--- src/core/fbtc_pkg.sv ---
// shared constants for the fieldbus time capture and io register block
package fbtc_pkg;
   localparam logic [15:0] LATCH_INPUT_ONE_CTRL_OFS = 16'h09a9;
   localparam logic [15:0] LATCH_INPUT_ONE_STAT_OFS = 16'h09af;
   localparam logic [15:0] RISE_TS_OFS = 16'h09c0;
   localparam logic [15:0] FALL_TS_OFS = 16'h09c8;
   localparam logic [15:0] NET_EV_OFS = 16'h09f0;
   localparam logic [15:0] HOST_START_OFS = 16'h09f8;
   localparam logic [15:0] HOST_CHG_OFS = 16'h09fc;
   localparam logic [15:0] PART_ID_OFS = 16'hde00;
   localparam logic [15:0] MAKER_ID_OFS = 16'h0e08;
   localparam logic [15:0] DOUT_OFS = 16'h0f00;
   localparam logic [15:0] GPO_OFS = 16'h0f10;
   localparam logic [15:0] GPI_OFS = 16'h0f18;
   localparam logic [15:0] URAM_OFS = 16'h0f80;
   localparam logic [15:0] DIN_OFS = 16'h1000;
   localparam int URAM_BYTES = 128;
   localparam int TS_COUNT = 5;
   // capture registers seen by the snapshot unit, in this order
   localparam logic [15:0] TS_BASE [TS_COUNT] = '{16'h09c0, 16'h09c8, 16'h09f0,
                                                  16'h09f8, 16'h09fc};
   localparam logic [3:0] TS_LEN [TS_COUNT] = '{4'h8, 4'h8, 4'h4, 4'h4, 4'h4};
   localparam int CTRL_RISE_BIT = 0;
   localparam int CTRL_FALL_BIT = 1;
   localparam logic [63:0] TS_RESET = 64'h0000000000000000;
   localparam logic [31:0] EV_RESET = 32'h00000000;
   localparam logic [15:0] WORD_RESET = 16'h0000;
endpackage : fbtc_pkg

--- src/core/fbtc_regs.sv ---
// register bank: latch 1 timestamps, buffer event times, ids, io words, user ram
`timescale 1ns/1ps
module fbtc_regs
#(
   parameter logic [15:0] PRODUCT_CODE = 16'h0123, // arbitrary value
   parameter logic [15:0] SILICON_REV = 16'h0001,
   parameter logic [31:0] MAKER_CODE = 32'h00000abc // arbitrary value
)
(
   input wire logic ref_clk,
   input wire logic srst,
   input wire logic [63:0] system_time,
   input wire logic latch_input_one,
   input wire logic latch_owner_host,
   input wire logic frame_start,
   input wire logic net_buffer_event,
   input wire logic host_buffer_start,
   input wire logic host_buffer_change,
   input wire logic link_pol_strap,
   input wire logic [1:0] tx_shift_strap,
   input wire logic eeprom_size_strap,
   input wire logic [1:0] chip_mode_strap,
   input wire logic eeprom_loaded,
   input wire logic dio_inputs_mode,
   input wire logic [15:0] dio_in,
   input wire logic [15:0] gp_in,
   input wire logic [15:0] net_addr,
   input wire logic net_rd,
   input wire logic net_wr,
   input wire logic [7:0] net_wdata,
   input wire logic [7:0] net_wmask,
   output logic [7:0] net_rdata,
   output logic net_rvalid,
   input wire logic [15:0] host_addr,
   input wire logic host_rd,
   input wire logic host_wr,
   input wire logic [7:0] host_wdata,
   output logic [7:0] host_rdata,
   output logic host_rvalid,
   input wire logic pram_fifo_wr,
   input wire logic [7:0] pram_fifo_wdata,
   input wire logic pram_fifo_rd,
   output logic [7:0] pram_fifo_rdata,
   output logic pram_fifo_rvalid,
   output logic [15:0] dio_out,
   output logic [15:0] gp_out
);
   logic latch_meta, latch_sync, latch_prev;
   logic [15:0] gpi_meta, gpi_sync, din_meta, din_sync;
   logic [5:0] strap_meta, strap_sync, strap_byte;
   logic strap_taken;
   logic [1:0] latch_ctrl;
   logic flag_rise, flag_fall;
   logic [63:0] rise_ts, fall_ts;
   logic [31:0] frame_time, net_ev_time, start_time, chg_time;
   logic [15:0] general_input_word;
   logic [7:0] scratch_ram [fbtc_pkg::URAM_BYTES];
   logic [7:0] din_ram [2];
   logic fifo_wptr, fifo_rptr;
   logic [63:0] ts_live [fbtc_pkg::TS_COUNT];
   logic net_snap_hit, host_snap_hit;
   logic [7:0] net_snap_data, host_snap_data;
   logic rise_edge, fall_edge, own_rd, own_wr;
   logic [15:0] own_addr;
   logic [7:0] own_wdata, next_net_rdata, next_host_rdata;
   logic [63:0] part_id, maker_id;

   // pins pass two flops; straps are static but still arrive asynchronously
   always_ff @(posedge ref_clk)
   begin
      latch_meta <= latch_input_one;
      latch_sync <= latch_meta;
      latch_prev <= latch_sync;
      gpi_meta <= gp_in;
      gpi_sync <= gpi_meta;
      din_meta <= dio_in;
      din_sync <= din_meta;
      strap_meta <= {link_pol_strap, tx_shift_strap, eeprom_size_strap, chip_mode_strap};
      strap_sync <= strap_meta;
   end

   // straps caught once after reset release so later pin noise cannot move the id
   always_ff @(posedge ref_clk)
   begin
      if (srst)
      begin
         strap_taken <= 1'b0;
         strap_byte <= 6'h00;
      end
      else if (!strap_taken)
      begin
         strap_taken <= 1'b1;
         strap_byte <= strap_sync;
      end
   end

   assign rise_edge = latch_sync & ~latch_prev;
   assign fall_edge = ~latch_sync & latch_prev;
   assign own_rd = latch_owner_host ? host_rd : net_rd;
   assign own_wr = latch_owner_host ? host_wr : net_wr;
   assign own_addr = latch_owner_host ? host_addr : net_addr;
   assign own_wdata = latch_owner_host ? host_wdata : net_wdata;

   always_ff @(posedge ref_clk)
   begin
      if (srst)
         latch_ctrl <= 2'h0;
      else if (own_wr && own_addr == fbtc_pkg::LATCH_INPUT_ONE_CTRL_OFS)
         latch_ctrl <= own_wdata[1:0];
   end

   // set wins over a read clear in the same cycle; a zero control bit clears the flag ahead of both
   always_ff @(posedge ref_clk)
   begin
      if (srst)
         flag_rise <= 1'b0;
      else if (!latch_ctrl[fbtc_pkg::CTRL_RISE_BIT])
         flag_rise <= 1'b0;
      else if (rise_edge)
         flag_rise <= 1'b1;
      else if (own_rd && own_addr == fbtc_pkg::RISE_TS_OFS)
         flag_rise <= 1'b0;
   end

   always_ff @(posedge ref_clk)
   begin
      if (srst)
         flag_fall <= 1'b0;
      else if (!latch_ctrl[fbtc_pkg::CTRL_FALL_BIT])
         flag_fall <= 1'b0;
      else if (fall_edge)
         flag_fall <= 1'b1;
      else if (own_rd && own_addr == fbtc_pkg::FALL_TS_OFS)
         flag_fall <= 1'b0;
   end

   // in single-event mode a pending flag locks the stored time
   always_ff @(posedge ref_clk)
   begin
      if (srst)
         rise_ts <= fbtc_pkg::TS_RESET;
      else if (rise_edge && !(latch_ctrl[fbtc_pkg::CTRL_RISE_BIT] && flag_rise))
         rise_ts <= system_time;
   end

   always_ff @(posedge ref_clk)
   begin
      if (srst)
         fall_ts <= fbtc_pkg::TS_RESET;
      else if (fall_edge && !(latch_ctrl[fbtc_pkg::CTRL_FALL_BIT] && flag_fall))
         fall_ts <= system_time;
   end

   always_ff @(posedge ref_clk)
   begin
      if (srst)
         frame_time <= fbtc_pkg::EV_RESET;
      else if (frame_start)
         frame_time <= system_time[31:0];
   end

   always_ff @(posedge ref_clk)
   begin
      if (srst)
         net_ev_time <= fbtc_pkg::EV_RESET;
      else if (net_buffer_event)
         net_ev_time <= frame_start ? system_time[31:0] : frame_time;
   end

   always_ff @(posedge ref_clk)
   begin
      if (srst)
         start_time <= fbtc_pkg::EV_RESET;
      else if (host_buffer_start)
         start_time <= system_time[31:0];
   end

   always_ff @(posedge ref_clk)
   begin
      if (srst)
         chg_time <= fbtc_pkg::EV_RESET;
      else if (host_buffer_change)
         chg_time <= system_time[31:0];
   end

   always_ff @(posedge ref_clk)
   begin
      if (srst)
         general_input_word <= fbtc_pkg::WORD_RESET;
      else
         general_input_word <= gpi_sync;
   end

   // network side writes bit by bit through its mask; host has no write path
   always_ff @(posedge ref_clk)
   begin
      if (srst)
         dio_out <= fbtc_pkg::WORD_RESET;
      else if (net_wr && net_addr[15:1] == fbtc_pkg::DOUT_OFS[15:1])
      begin
         if (net_addr[0])
            dio_out[15:8] <= (dio_out[15:8] & ~net_wmask) | (net_wdata & net_wmask);
         else
            dio_out[7:0] <= (dio_out[7:0] & ~net_wmask) | (net_wdata & net_wmask);
      end
   end

   // both sides may write; network wins a same-byte collision
   always_ff @(posedge ref_clk)
   begin
      if (srst)
         gp_out <= fbtc_pkg::WORD_RESET;
      else
      begin
         if (host_wr && host_addr[15:1] == fbtc_pkg::GPO_OFS[15:1])
            gp_out[host_addr[0]*8 +: 8] <= host_wdata;
         if (net_wr && net_addr[15:1] == fbtc_pkg::GPO_OFS[15:1])
            gp_out[net_addr[0]*8 +: 8] <= net_wdata;
      end
   end

   // no reset: contents are undefined after power-up
   always_ff @(posedge ref_clk)
   begin
      if (host_wr && host_addr[15:7] == fbtc_pkg::URAM_OFS[15:7])
         scratch_ram[host_addr[6:0]] <= host_wdata;
      if (net_wr && net_addr[15:7] == fbtc_pkg::URAM_OFS[15:7])
         scratch_ram[net_addr[6:0]] <= net_wdata;
   end

   // process ram bytes 0..1; sampled inputs override any bus or fifo write
   always_ff @(posedge ref_clk)
   begin
      if (eeprom_loaded)
      begin
         if (host_wr && host_addr[15:1] == fbtc_pkg::DIN_OFS[15:1])
            din_ram[host_addr[0]] <= host_wdata;
         if (net_wr && net_addr[15:1] == fbtc_pkg::DIN_OFS[15:1])
            din_ram[net_addr[0]] <= net_wdata;
         if (pram_fifo_wr)
            din_ram[fifo_wptr] <= pram_fifo_wdata;
      end
      if (dio_inputs_mode)
      begin
         din_ram[0] <= din_sync[7:0];
         din_ram[1] <= din_sync[15:8];
      end
   end

   // fifo pointers walk the two mapped bytes, lowest first
   always_ff @(posedge ref_clk)
   begin
      if (srst)
      begin
         fifo_wptr <= 1'b0;
         fifo_rptr <= 1'b0;
         pram_fifo_rdata <= 8'h00;
         pram_fifo_rvalid <= 1'b0;
      end
      else
      begin
         pram_fifo_rvalid <= pram_fifo_rd;
         if (pram_fifo_wr && eeprom_loaded)
            fifo_wptr <= ~fifo_wptr;
         if (pram_fifo_rd)
         begin
            pram_fifo_rdata <= eeprom_loaded ? din_ram[fifo_rptr] : 8'h00;
            if (eeprom_loaded)
               fifo_rptr <= ~fifo_rptr;
         end
      end
   end

   assign ts_live[0] = rise_ts;
   assign ts_live[1] = fall_ts;
   assign ts_live[2] = {32'h00000000, net_ev_time};
   assign ts_live[3] = {32'h00000000, start_time};
   assign ts_live[4] = {32'h00000000, chg_time};

   fbtc_snap u_net_snap
   (
      .ref_clk(ref_clk),
      .srst(srst),
      .rd(net_rd),
      .addr(net_addr),
      .live(ts_live),
      .hit(net_snap_hit),
      .rdata(net_snap_data)
   );

   fbtc_snap u_host_snap
   (
      .ref_clk(ref_clk),
      .srst(srst),
      .rd(host_rd),
      .addr(host_addr),
      .live(ts_live),
      .hit(host_snap_hit),
      .rdata(host_snap_data)
   );

   assign part_id = {16'h0000, 8'h00, 2'b00, strap_byte, PRODUCT_CODE, SILICON_REV};
   assign maker_id = {32'h00000000, MAKER_CODE};

   // one decoder serves both sides; unmapped bytes read zero
   function automatic logic [7:0] read_byte(input logic [15:0] a, input logic snap_hit,
                                            input logic [7:0] sdata);
      logic [7:0] v;
      v = 8'h00;
      if (snap_hit)
         v = sdata;
      else if (a == fbtc_pkg::LATCH_INPUT_ONE_CTRL_OFS)
         v = {6'h00, latch_ctrl};
      else if (a == fbtc_pkg::LATCH_INPUT_ONE_STAT_OFS)
         v = {5'h00, latch_sync, flag_fall, flag_rise};
      else if (a[15:3] == fbtc_pkg::PART_ID_OFS[15:3])
         v = part_id[a[2:0]*8 +: 8];
      else if (a[15:3] == fbtc_pkg::MAKER_ID_OFS[15:3])
         v = maker_id[a[2:0]*8 +: 8];
      else if (a[15:1] == fbtc_pkg::DOUT_OFS[15:1])
         v = dio_out[a[0]*8 +: 8];
      else if (a[15:1] == fbtc_pkg::GPO_OFS[15:1])
         v = gp_out[a[0]*8 +: 8];
      else if (a[15:1] == fbtc_pkg::GPI_OFS[15:1])
         v = general_input_word[a[0]*8 +: 8];
      else if (a[15:7] == fbtc_pkg::URAM_OFS[15:7])
         v = scratch_ram[a[6:0]];
      else if (a[15:1] == fbtc_pkg::DIN_OFS[15:1] && eeprom_loaded)
         v = din_ram[a[0]];
      return v;
   endfunction : read_byte

   always_comb
   begin
      next_net_rdata = read_byte(net_addr, net_snap_hit, net_snap_data);
      next_host_rdata = read_byte(host_addr, host_snap_hit, host_snap_data);
   end

   always_ff @(posedge ref_clk)
   begin
      if (srst)
      begin
         net_rdata <= 8'h00;
         net_rvalid <= 1'b0;
         host_rdata <= 8'h00;
         host_rvalid <= 1'b0;
      end
      else
      begin
         net_rvalid <= net_rd;
         host_rvalid <= host_rd;
         if (net_rd)
            net_rdata <= next_net_rdata;
         if (host_rd)
            host_rdata <= next_host_rdata;
      end
   end
endmodule : fbtc_regs

--- src/core/fbtc_snap.sv ---
// per-side snapshot of the upper timestamp bytes, taken when byte 0 is read
`timescale 1ns/1ps
module fbtc_snap
(
   input wire logic ref_clk,
   input wire logic srst,
   input wire logic rd,
   input wire logic [15:0] addr,
   input wire logic [63:0] live [fbtc_pkg::TS_COUNT],
   output logic hit,
   output logic [7:0] rdata
);
   logic [63:8] snap [fbtc_pkg::TS_COUNT];
   logic [fbtc_pkg::TS_COUNT-1:0] sel;
   logic [2:0] ofs [fbtc_pkg::TS_COUNT];

   genvar i;
   generate
      for (i = 0; i < fbtc_pkg::TS_COUNT; i = i + 1)
      begin : g_ts
         logic [15:0] diff;
         assign diff = addr - fbtc_pkg::TS_BASE[i];
         assign sel[i] = (addr >= fbtc_pkg::TS_BASE[i]) &&
                         (diff < {12'h000, fbtc_pkg::TS_LEN[i]});
         assign ofs[i] = diff[2:0];
         always_ff @(posedge ref_clk)
         begin
            if (srst)
               snap[i] <= fbtc_pkg::TS_RESET[63:8];
            else if (rd && sel[i] && ofs[i] == 3'h0)
               snap[i] <= live[i][63:8];
         end
      end
   endgenerate

   always_comb
   begin
      hit = |sel;
      rdata = 8'h00;
      for (int k = 0; k < fbtc_pkg::TS_COUNT; k++)
      begin
         if (sel[k])
         begin
            // byte 0 live, upper bytes from the frozen copy
            if (ofs[k] == 3'h0)
               rdata = live[k][7:0];
            else
               rdata = snap[k][ofs[k]*8 +: 8];
         end
      end
   end
endmodule : fbtc_snap

--- config.mk ---
export PLATFORM = sky130hd
export DESIGN_NAME = fbtc_regs
export DESIGN_NICKNAME = d
export VERILOG_FILES = /design/src/core/fbtc_pkg.sv /design/src/core/fbtc_regs.sv /design/src/core/fbtc_snap.sv
export SDC_FILE = /design/constraint.sdc
export NUM_CORES = 2
export LEC_CHECK = 0
export BUFFER_PORTS_ARGS = -buffer_cell sky130_fd_sc_hd__buf_2
export CAP_MARGIN = 30
export CORE_AREA = 2 2 546 385
export CTS_BUF_LIST = sky130_fd_sc_hd__clkbuf_16
export DETAILED_ROUTE_END_ITERATION = 8
export DIE_AREA = 0 0 548 387
export PLACE_DENSITY = 0.65
export SETUP_SLACK_MARGIN = 0.5
export SKIP_LAST_GASP = 1
export SLEW_MARGIN = 10
export SYNTH_ARGS = -nofsm -noshare
export SYNTH_HDL_FRONTEND = slang
export SYNTH_SLANG_ARGS = --single-unit
--- constraint.sdc ---
create_clock -name ref_clk -period 22.5 [get_ports ref_clk]
set_input_delay 1.125 -clock ref_clk [delete_from_list [all_inputs] [get_ports ref_clk]]
set_output_delay 1.125 -clock ref_clk [all_outputs]
set_load 0.005 [all_outputs]
# Word-level counts from Yosys, hierarchy flattened

Memories as Yosys holds them, arrays and structs flattened. A register that Yosys moved wholly into a read port is not among the register bits.
Cells that the tools add are included.

Order comparisons: 20
Equal/unequal tests: 21
Reductions and logical operators: 68
Add/sub/neg operators: 12
Mux-type cells: 115
Bitwise gates (word level): 25
Shift operators: 24

Operator list:

| operator                                                                               | count |
|---|---|
| 64-bit by 7-bit indexed part select with 8-bit output                                  | 12 |
| 56-bit two-way mux                                                                     | 10 |
| 8-bit two-way mux                                                                      | 41 |
| 16-bit by 12-bit greater-or-equal comparator with 1-bit output (second input constant) | 10 |
| 16-bit by 12-bit subtractor with 16-bit output (second input constant)                 | 10 |
| 64-bit by 7-bit indexed part select with 8-bit output (first input constant)           | 2 |
| 16-bit by 12-bit equality test with 1-bit output (second input constant)               | 7 |
| 16-bit by 3-bit less-than comparator with 1-bit output (second input constant)         | 6 |
| 16-bit by 5-bit indexed part select with 8-bit output                                  | 6 |
| 15-bit by 11-bit equality test with 1-bit output (second input constant)               | 6 |
| 4-bit negation with 34-bit output                                                      | 2 |
| 8-bit by 34-bit variable shift with 16-bit output (first input constant)               | 2 |
| 8-bit by 34-bit indexed part select with 16-bit output                                 | 2 |
| 16-bit by 4-bit less-than comparator with 1-bit output (second input constant)         | 4 |
| 16-bit two-way mux                                                                     | 4 |
| 1-bit two-way mux                                                                      | 56 |
| 1-bit logical AND                                                                      | 47 |
| 16-bit bitwise mux                                                                     | 2 |
| 32-bit two-way mux                                                                     | 1 |
| 15-bit by 12-bit equality test with 1-bit output (second input constant)               | 2 |
| 3-bit zero test                                                                        | 10 |
| 13-bit equality test (second input constant)                                           | 2 |
| 13-bit by 9-bit equality test with 1-bit output (second input constant)                | 2 |
| 8-bit AND                                                                              | 3 |
| other kinds (12)                                                                       | 36 |

Bits in registers: 423
Input bits: 182
Word-level logic and storage cells: 321
Output and inout bits: 59
Memories kept: 4
Bits in writable memories: 1,600

Memory list:

| name             | words | bits a word | read ports | clocked after memory_dff | write ports | line            | source |
|---|---|---|---|---|---|---|---|
| scratch_ram      | 128   | 8           | 2          | 0                        | 2           | fbtc_regs.sv:57 | `logic [7:0] scratch_ram [fbtc_pkg::URAM_BYTES];` |
| u_host_snap.snap | 5     | 56          | 5          | 0                        | 5           | fbtc_snap.sv:13 | `logic [63:8] snap [fbtc_pkg::TS_COUNT];` |
| u_net_snap.snap  | 5     | 56          | 5          | 0                        | 5           | fbtc_snap.sv:13 |  |
| din_ram          | 2     | 8           | 3          | 1                        | 5           | fbtc_regs.sv:58 | `logic [7:0] din_ram [2];` |

# Logic depth before layout (Yosys ltp)

Depth after elaboration: 12
Gate-level depth with buffers: 18
Depth with buffers taken out: 10

# Cells and area by module

Synthesis repeated with hierarchy kept, for this count alone.

Cell total of the unflattened synthesis: 7,512
Area total of the unflattened synthesis: 105,078.3 um2

Modules (own cells, without submodules):

| module                  | seq. area each (um2) | cells an instance | area an instance (um2) | instances |
|---|---|---|---|---|
| fbtc_regs               | 39,718.1             | 5,738             | 78,853.1               | 1 |
| fbtc_snap (u_net_snap)  | 8,408.1              | 949               | 13,895.8               | 1 |
| fbtc_snap (u_host_snap) | 7,447.1              | 825               | 12,329.3               | 1 |

# Worst setup path before layout

Ideal clock, no wire load.

Path kind: input -> register
Start: input port host_addr[3]
End: memory u_host_snap.snap[1][0] in the netlist's numbering, enable pin
Data arrival time: 7.838 ns
Data required time: 21.953 ns
Library setup time: 0.547 ns
Stages on the path: 13
Path buffers: 6
Slack: 14.115 ns
Cells stage by stage: buf_2 > inv_2 > buf_4 > buf_2 > buf_4 > buf_2 > ha_1 > buf_2 > nand2b_1 > o21ai_0 > or4b_1 > a2111o_1 > o21ai_0

RTL lines:

| what            | line            | source |
|---|---|---|
| start, declared | fbtc_regs.sv:34 | `input wire logic [15:0] host_addr,` |
| end, declared   | fbtc_snap.sv:13 |  |

# Worst setup path in the final report

Start: input port net_addr[0]
End: register net_rdata[2]

Longest elaborated chain between the ends: 11
Elaborated cells between the ends (all ways): 60
Classes of those cells: add/sub: 5; order compare: 10; eq/ne: 2; shift: 10; mux: 20; reduce/logical: 11; memory: 2

RTL lines:

| what                                                                                    | line             | source |
|---|---|---|
| start, declared                                                                         | fbtc_regs.sv:27  | `input wire logic [15:0] net_addr,` |
| branches (longest 10 deep; another with 16-bit by 12-bit subtractor with 16-bit output) | n/a              |  |
| 8-bit two-way mux *                                                                     | fbtc_regs.sv:310 | `if (snap_hit)` |
| end signal, assigned                                                                    | fbtc_regs.sv:353 | `net_rdata <= next_net_rdata;` |
| end, declared                                                                           | fbtc_regs.sv:32  | `output logic [7:0] net_rdata,` |

Mark *: on every way between the ends.
A chain may end at the register's enable or synchronous reset.

==> reports/qor.csv <==
stage;metric;value;unit
clock_tree;cts-htree-levels;4;
global_routing;overflow;0;
die;io_pins;241;
setup_path;cp-end-kind;flop;
timing;max_freq;165;MHz
layout;nFillCells;17306;
routing;dr_total_vias;68373;
die;die_h;387;µm
setup_path;arrival;6.76;ns
setup_path;rrSetupSlack;19.00;ns
layout;synthToLayoutAreaGrowth;10.5;%
global_routing;grt_max_degree;128;
yosys;synth_mux_area_share;31.3;%
worst_hold_path;whs_endpoint;din_sync[14];
timing;fin_crit_sh;26.9;%
setup_path;critPathKind;in2reg;
global_routing;grt.total_usage;33.1;%
routing;antenna_left;0;
yosys;async_reset_ff_share;0;%
clock_tree;clkSinkCount;1832;
layout;drive_gt1_share;35.1;%
timing;relSlewSlack;24.2;%
worst_hold_path;min_from;din_meta[14];
timing;hold_viol_final;0;
place;gp_congestion;1.02;
routing;drc;0;
setup_path;setup.worst_path.start;net_addr[0];
yosys;synth_compound_area_share;4.70;%
timing;setup_tns;0;ns
global_routing;grt_antenna_before_repair;50;
yosys;syn_area_per_cell;13.9;µm²
yosys;synthCells;6946;
yosys;syn_nets;7136;
power_and_ir_drop;ir_drop;0.0000633;V
clock_tree;clk_pin_slew;0.06;ns
worst_hold_path;hp-class;reg2reg;
routing;drtIter0Drc;11793;
yosys;synthXorXnorAreaFrac;0.0634;%
yosys;synthSimpleGateAreaFrac;8.23;%
global_routing;grt_pass1_vias;63527;
setup_path;reg2reg_depth;9;
clock_tree;cts_buffer_depth;4;
yosys;synth_area;96700;µm²
routing;first_pass_iters;7;
clock_tree;clockRootBuffer;clkbuf_16;
clock_tree;cts-buffers-inserted;187;
setup_path;cp-start-kind;primary input;
flow_run;maxCapViolations;0;
die;die_w;548;µm
power_and_ir_drop;power;7.63;mW
place;hpwl;238;mm
clock_tree;postCtsHoldBufs;0;
yosys;synth_edf_count;1408;
yosys;synth_seq_area_share;52.5;%
routing;wl_per_cell;36.2;µm
clock_tree;cts_tree;done;
die;start_util;46.7;%
die;die_area;212000;µm²
global_routing;grt_pass1_wl;500;mm
setup_path;required;23.21;ns
place;port_buffers;240;
timing;hold_ws;0.292;ns
clock_tree;postCtsSetupBuffers;0;
timing;grt_setup_unrepaired;no;
yosys;ys_ff_latch;1832;
status;outcome;complete, no violations;
timing;skew;0.0805;ns
yosys;yosys.area_share.adder;0.104;%
yosys;synth_top_family_by_area;multiplexers;
clock_tree;worstSkewPairLatency;0.88;ns
timing;fin_crit;6.06;ns
setup_path;worstReg2RegEnd;net_rdata[7];
timing;slew_viol_final;0;
place;placed_cell_area;101000;µm²
routing;wl;359;mm
clock_tree;cts_resized;0;
power_and_ir_drop;p_leak;36.9;nW
yosys;synthFlopType;edfxtp_1;
die;rows;140;
timing;setup_viol;0;
yosys;synth_warnings;0;
power_and_ir_drop;powerDensity;71.4;nW/µm²
routing;vias_per_cell;6.90;
setup_path;critPathMaxFanout;59;
layout;design_area;107000;µm²
worst_hold_path;whs_path_depth;0;
layout;fin_nets;7162;
setup_path;r2r-start;scratch_ram[80][7];
timing;worst_pin_slew;1.13;ns
yosys;ys_types;86;
die;coreArea;207000;µm²
-- layer usage --
layer  vias up  track usage [%]  wire, µm  part of all wire [%]
li1      26931                -         -                     -
met1     34959             48.5    141000                    39
met2      5612             43.5    142000                    40
met3       835             14.1     61500                    17
met4        36             10.8     14300                   4.0
met5         -                0       245                 0.068
-- synth_stat cells (22+ instances only) --
| cell | number | share of area [%] |
|---|---|---|
| mux2_2 | 973 | 11 |
| buf_2 | 71 | 0.37 |
| a31oi_1 | 32 | 0.21 |
| a211oi_1 | 74 | 0.57 |
| mux2_1 | 79 | 0.92 |
| nand4_1 | 25 | 0.16 |
| nor2_1 | 303 | 1.2 |
| and2_1 | 390 | 2.5 |
| o211ai_1 | 25 | 0.19 |
| mux2i_1 | 254 | 2.6 |
| edfxtp_1 | 1408 | 44 |
| nor3_1 | 46 | 0.24 |
| clkbuf_1 | 466 | 1.8 |
| buf_4 | 53 | 0.41 |
| buf_1 | 53 | 0.21 |
| mux4_2 | 704 | 16 |
| dfxtp_1 | 424 | 8.8 |
| nand2_1 | 641 | 2.5 |
| nor2b_1 | 40 | 0.26 |
| inv_1 | 22 | 0.085 |
| nand3_1 | 80 | 0.41 |
| o21ai_0 | 243 | 1.3 |
| a21oi_1 | 211 | 1.1 |
-- per-stage QoR --
stage / setup WS [ns] / cells / utilization, %
after detailed placement: 15.49 / 9529 / 48.6
after global placement: 15.45 / 9461 / 48.4
after CTS: 16.39 / 9864 / 51.5
final: 16.44 / 9908 / 51.7
after floorplan: 14.11 / 6946 / -
after global routing: 16.01 / 9899 / 51.6
-- cell usage in the layout (no fill, tap or decap), types with 29 or more instances in the layout --
cell / Yosys / layout
edfxtp_1: 1408 / 1408
mux2_2: 973 / 973
mux4_2: 704 / 704
nand2_1: 641 / 639
dfxtp_1: 424 / 424
and2_1: 390 / 390
nor2_1: 303 / 293
mux2i_1: 254 / 254
buf_2: 71 / 252
buf_4: 53 / 212
a21oi_1: 211 / 209
o21ai_0: 243 / 204
clkbuf_16: 0 / 197
nand3_1: 80 / 79
mux2_1: 79 / 79
a211oi_1: 74 / 74
inv_1: 22 / 58
nor3_1: 46 / 44
nor2b_1: 40 / 40
clkinv_1: 1 / 35
o21ai_1: 2 / 33
a31oi_1: 32 / 32
clkinv_2: 0 / 29
-- critical path: stages --
cell and delay, ns:
buf_8 0.49, buf_4 0.79, buf_4 0.71, buf_4 0.66, mux4_2 0.58, mux4_2 0.58, mux2i_1 0.52, o21ai_0 0.15
a211oi_1 0.52, nor3_1 0.22, o21ai_0 0.23, a211oi_1 0.10
-- how the worst max path moves through the flow --
| stage | to | cells past startpoint |
|---|---|---|
| after floorplan | u_host_snap.snap[1][0] | 13 |
| after CTS | net_rdata[2] | 12 |
| after global routing | net_rdata[2] | 12 |
| final | net_rdata[2] | 12 |
| after global placement | net_rdata[2] | 12 |
| after detailed placement | net_rdata[2] | 12 |
-- sequential cells by signal, indices dropped and copies added (netlist names), 16 cells and up, named ones only --
register            flops
start_time             32
gp_out                 16
u_net_snap.snap       184
gpi_sync               16
chg_time               32
u_host_snap.snap      184
scratch_ram          1024
gpi_meta               16
din_meta               16
net_ev_time            32
fall_ts                64
din_ram                16
general_input_word     16
din_sync               16
rise_ts                64
frame_time             32
-- logic make-up after synthesis --
family / Yosys count
fa+ha+maj: 8
xor+xnor: 7
simple gates: 1659
mux: 2010
flops: 1832
compound gates: 741
buf+inv: 689
-- report_power, final --
| group | internal, mW | leakage [nW] | switching [mW] |
|---|---|---|---|
| logic | 0.289 | 17.2 | 0.504 |
| registers | 3.70 | 16.7 | 0.0342 |
| clock network | 1.71 | 3.05 | 1.40 |
-- final cells by class --
type,count,area [µm²],area share [%]
antenna,21,52.6,0.0492
clock buffer,197,4930,4.61
clock inverter,138,961,0.899
inverter,27,106,0.0995
multi-input combinational,4425,43100,40.3
sequential,1832,50800,47.5
tap,2769,3460,3.24
timing repair buffer,499,3470,3.25
(Power assumes the default switching activity.)
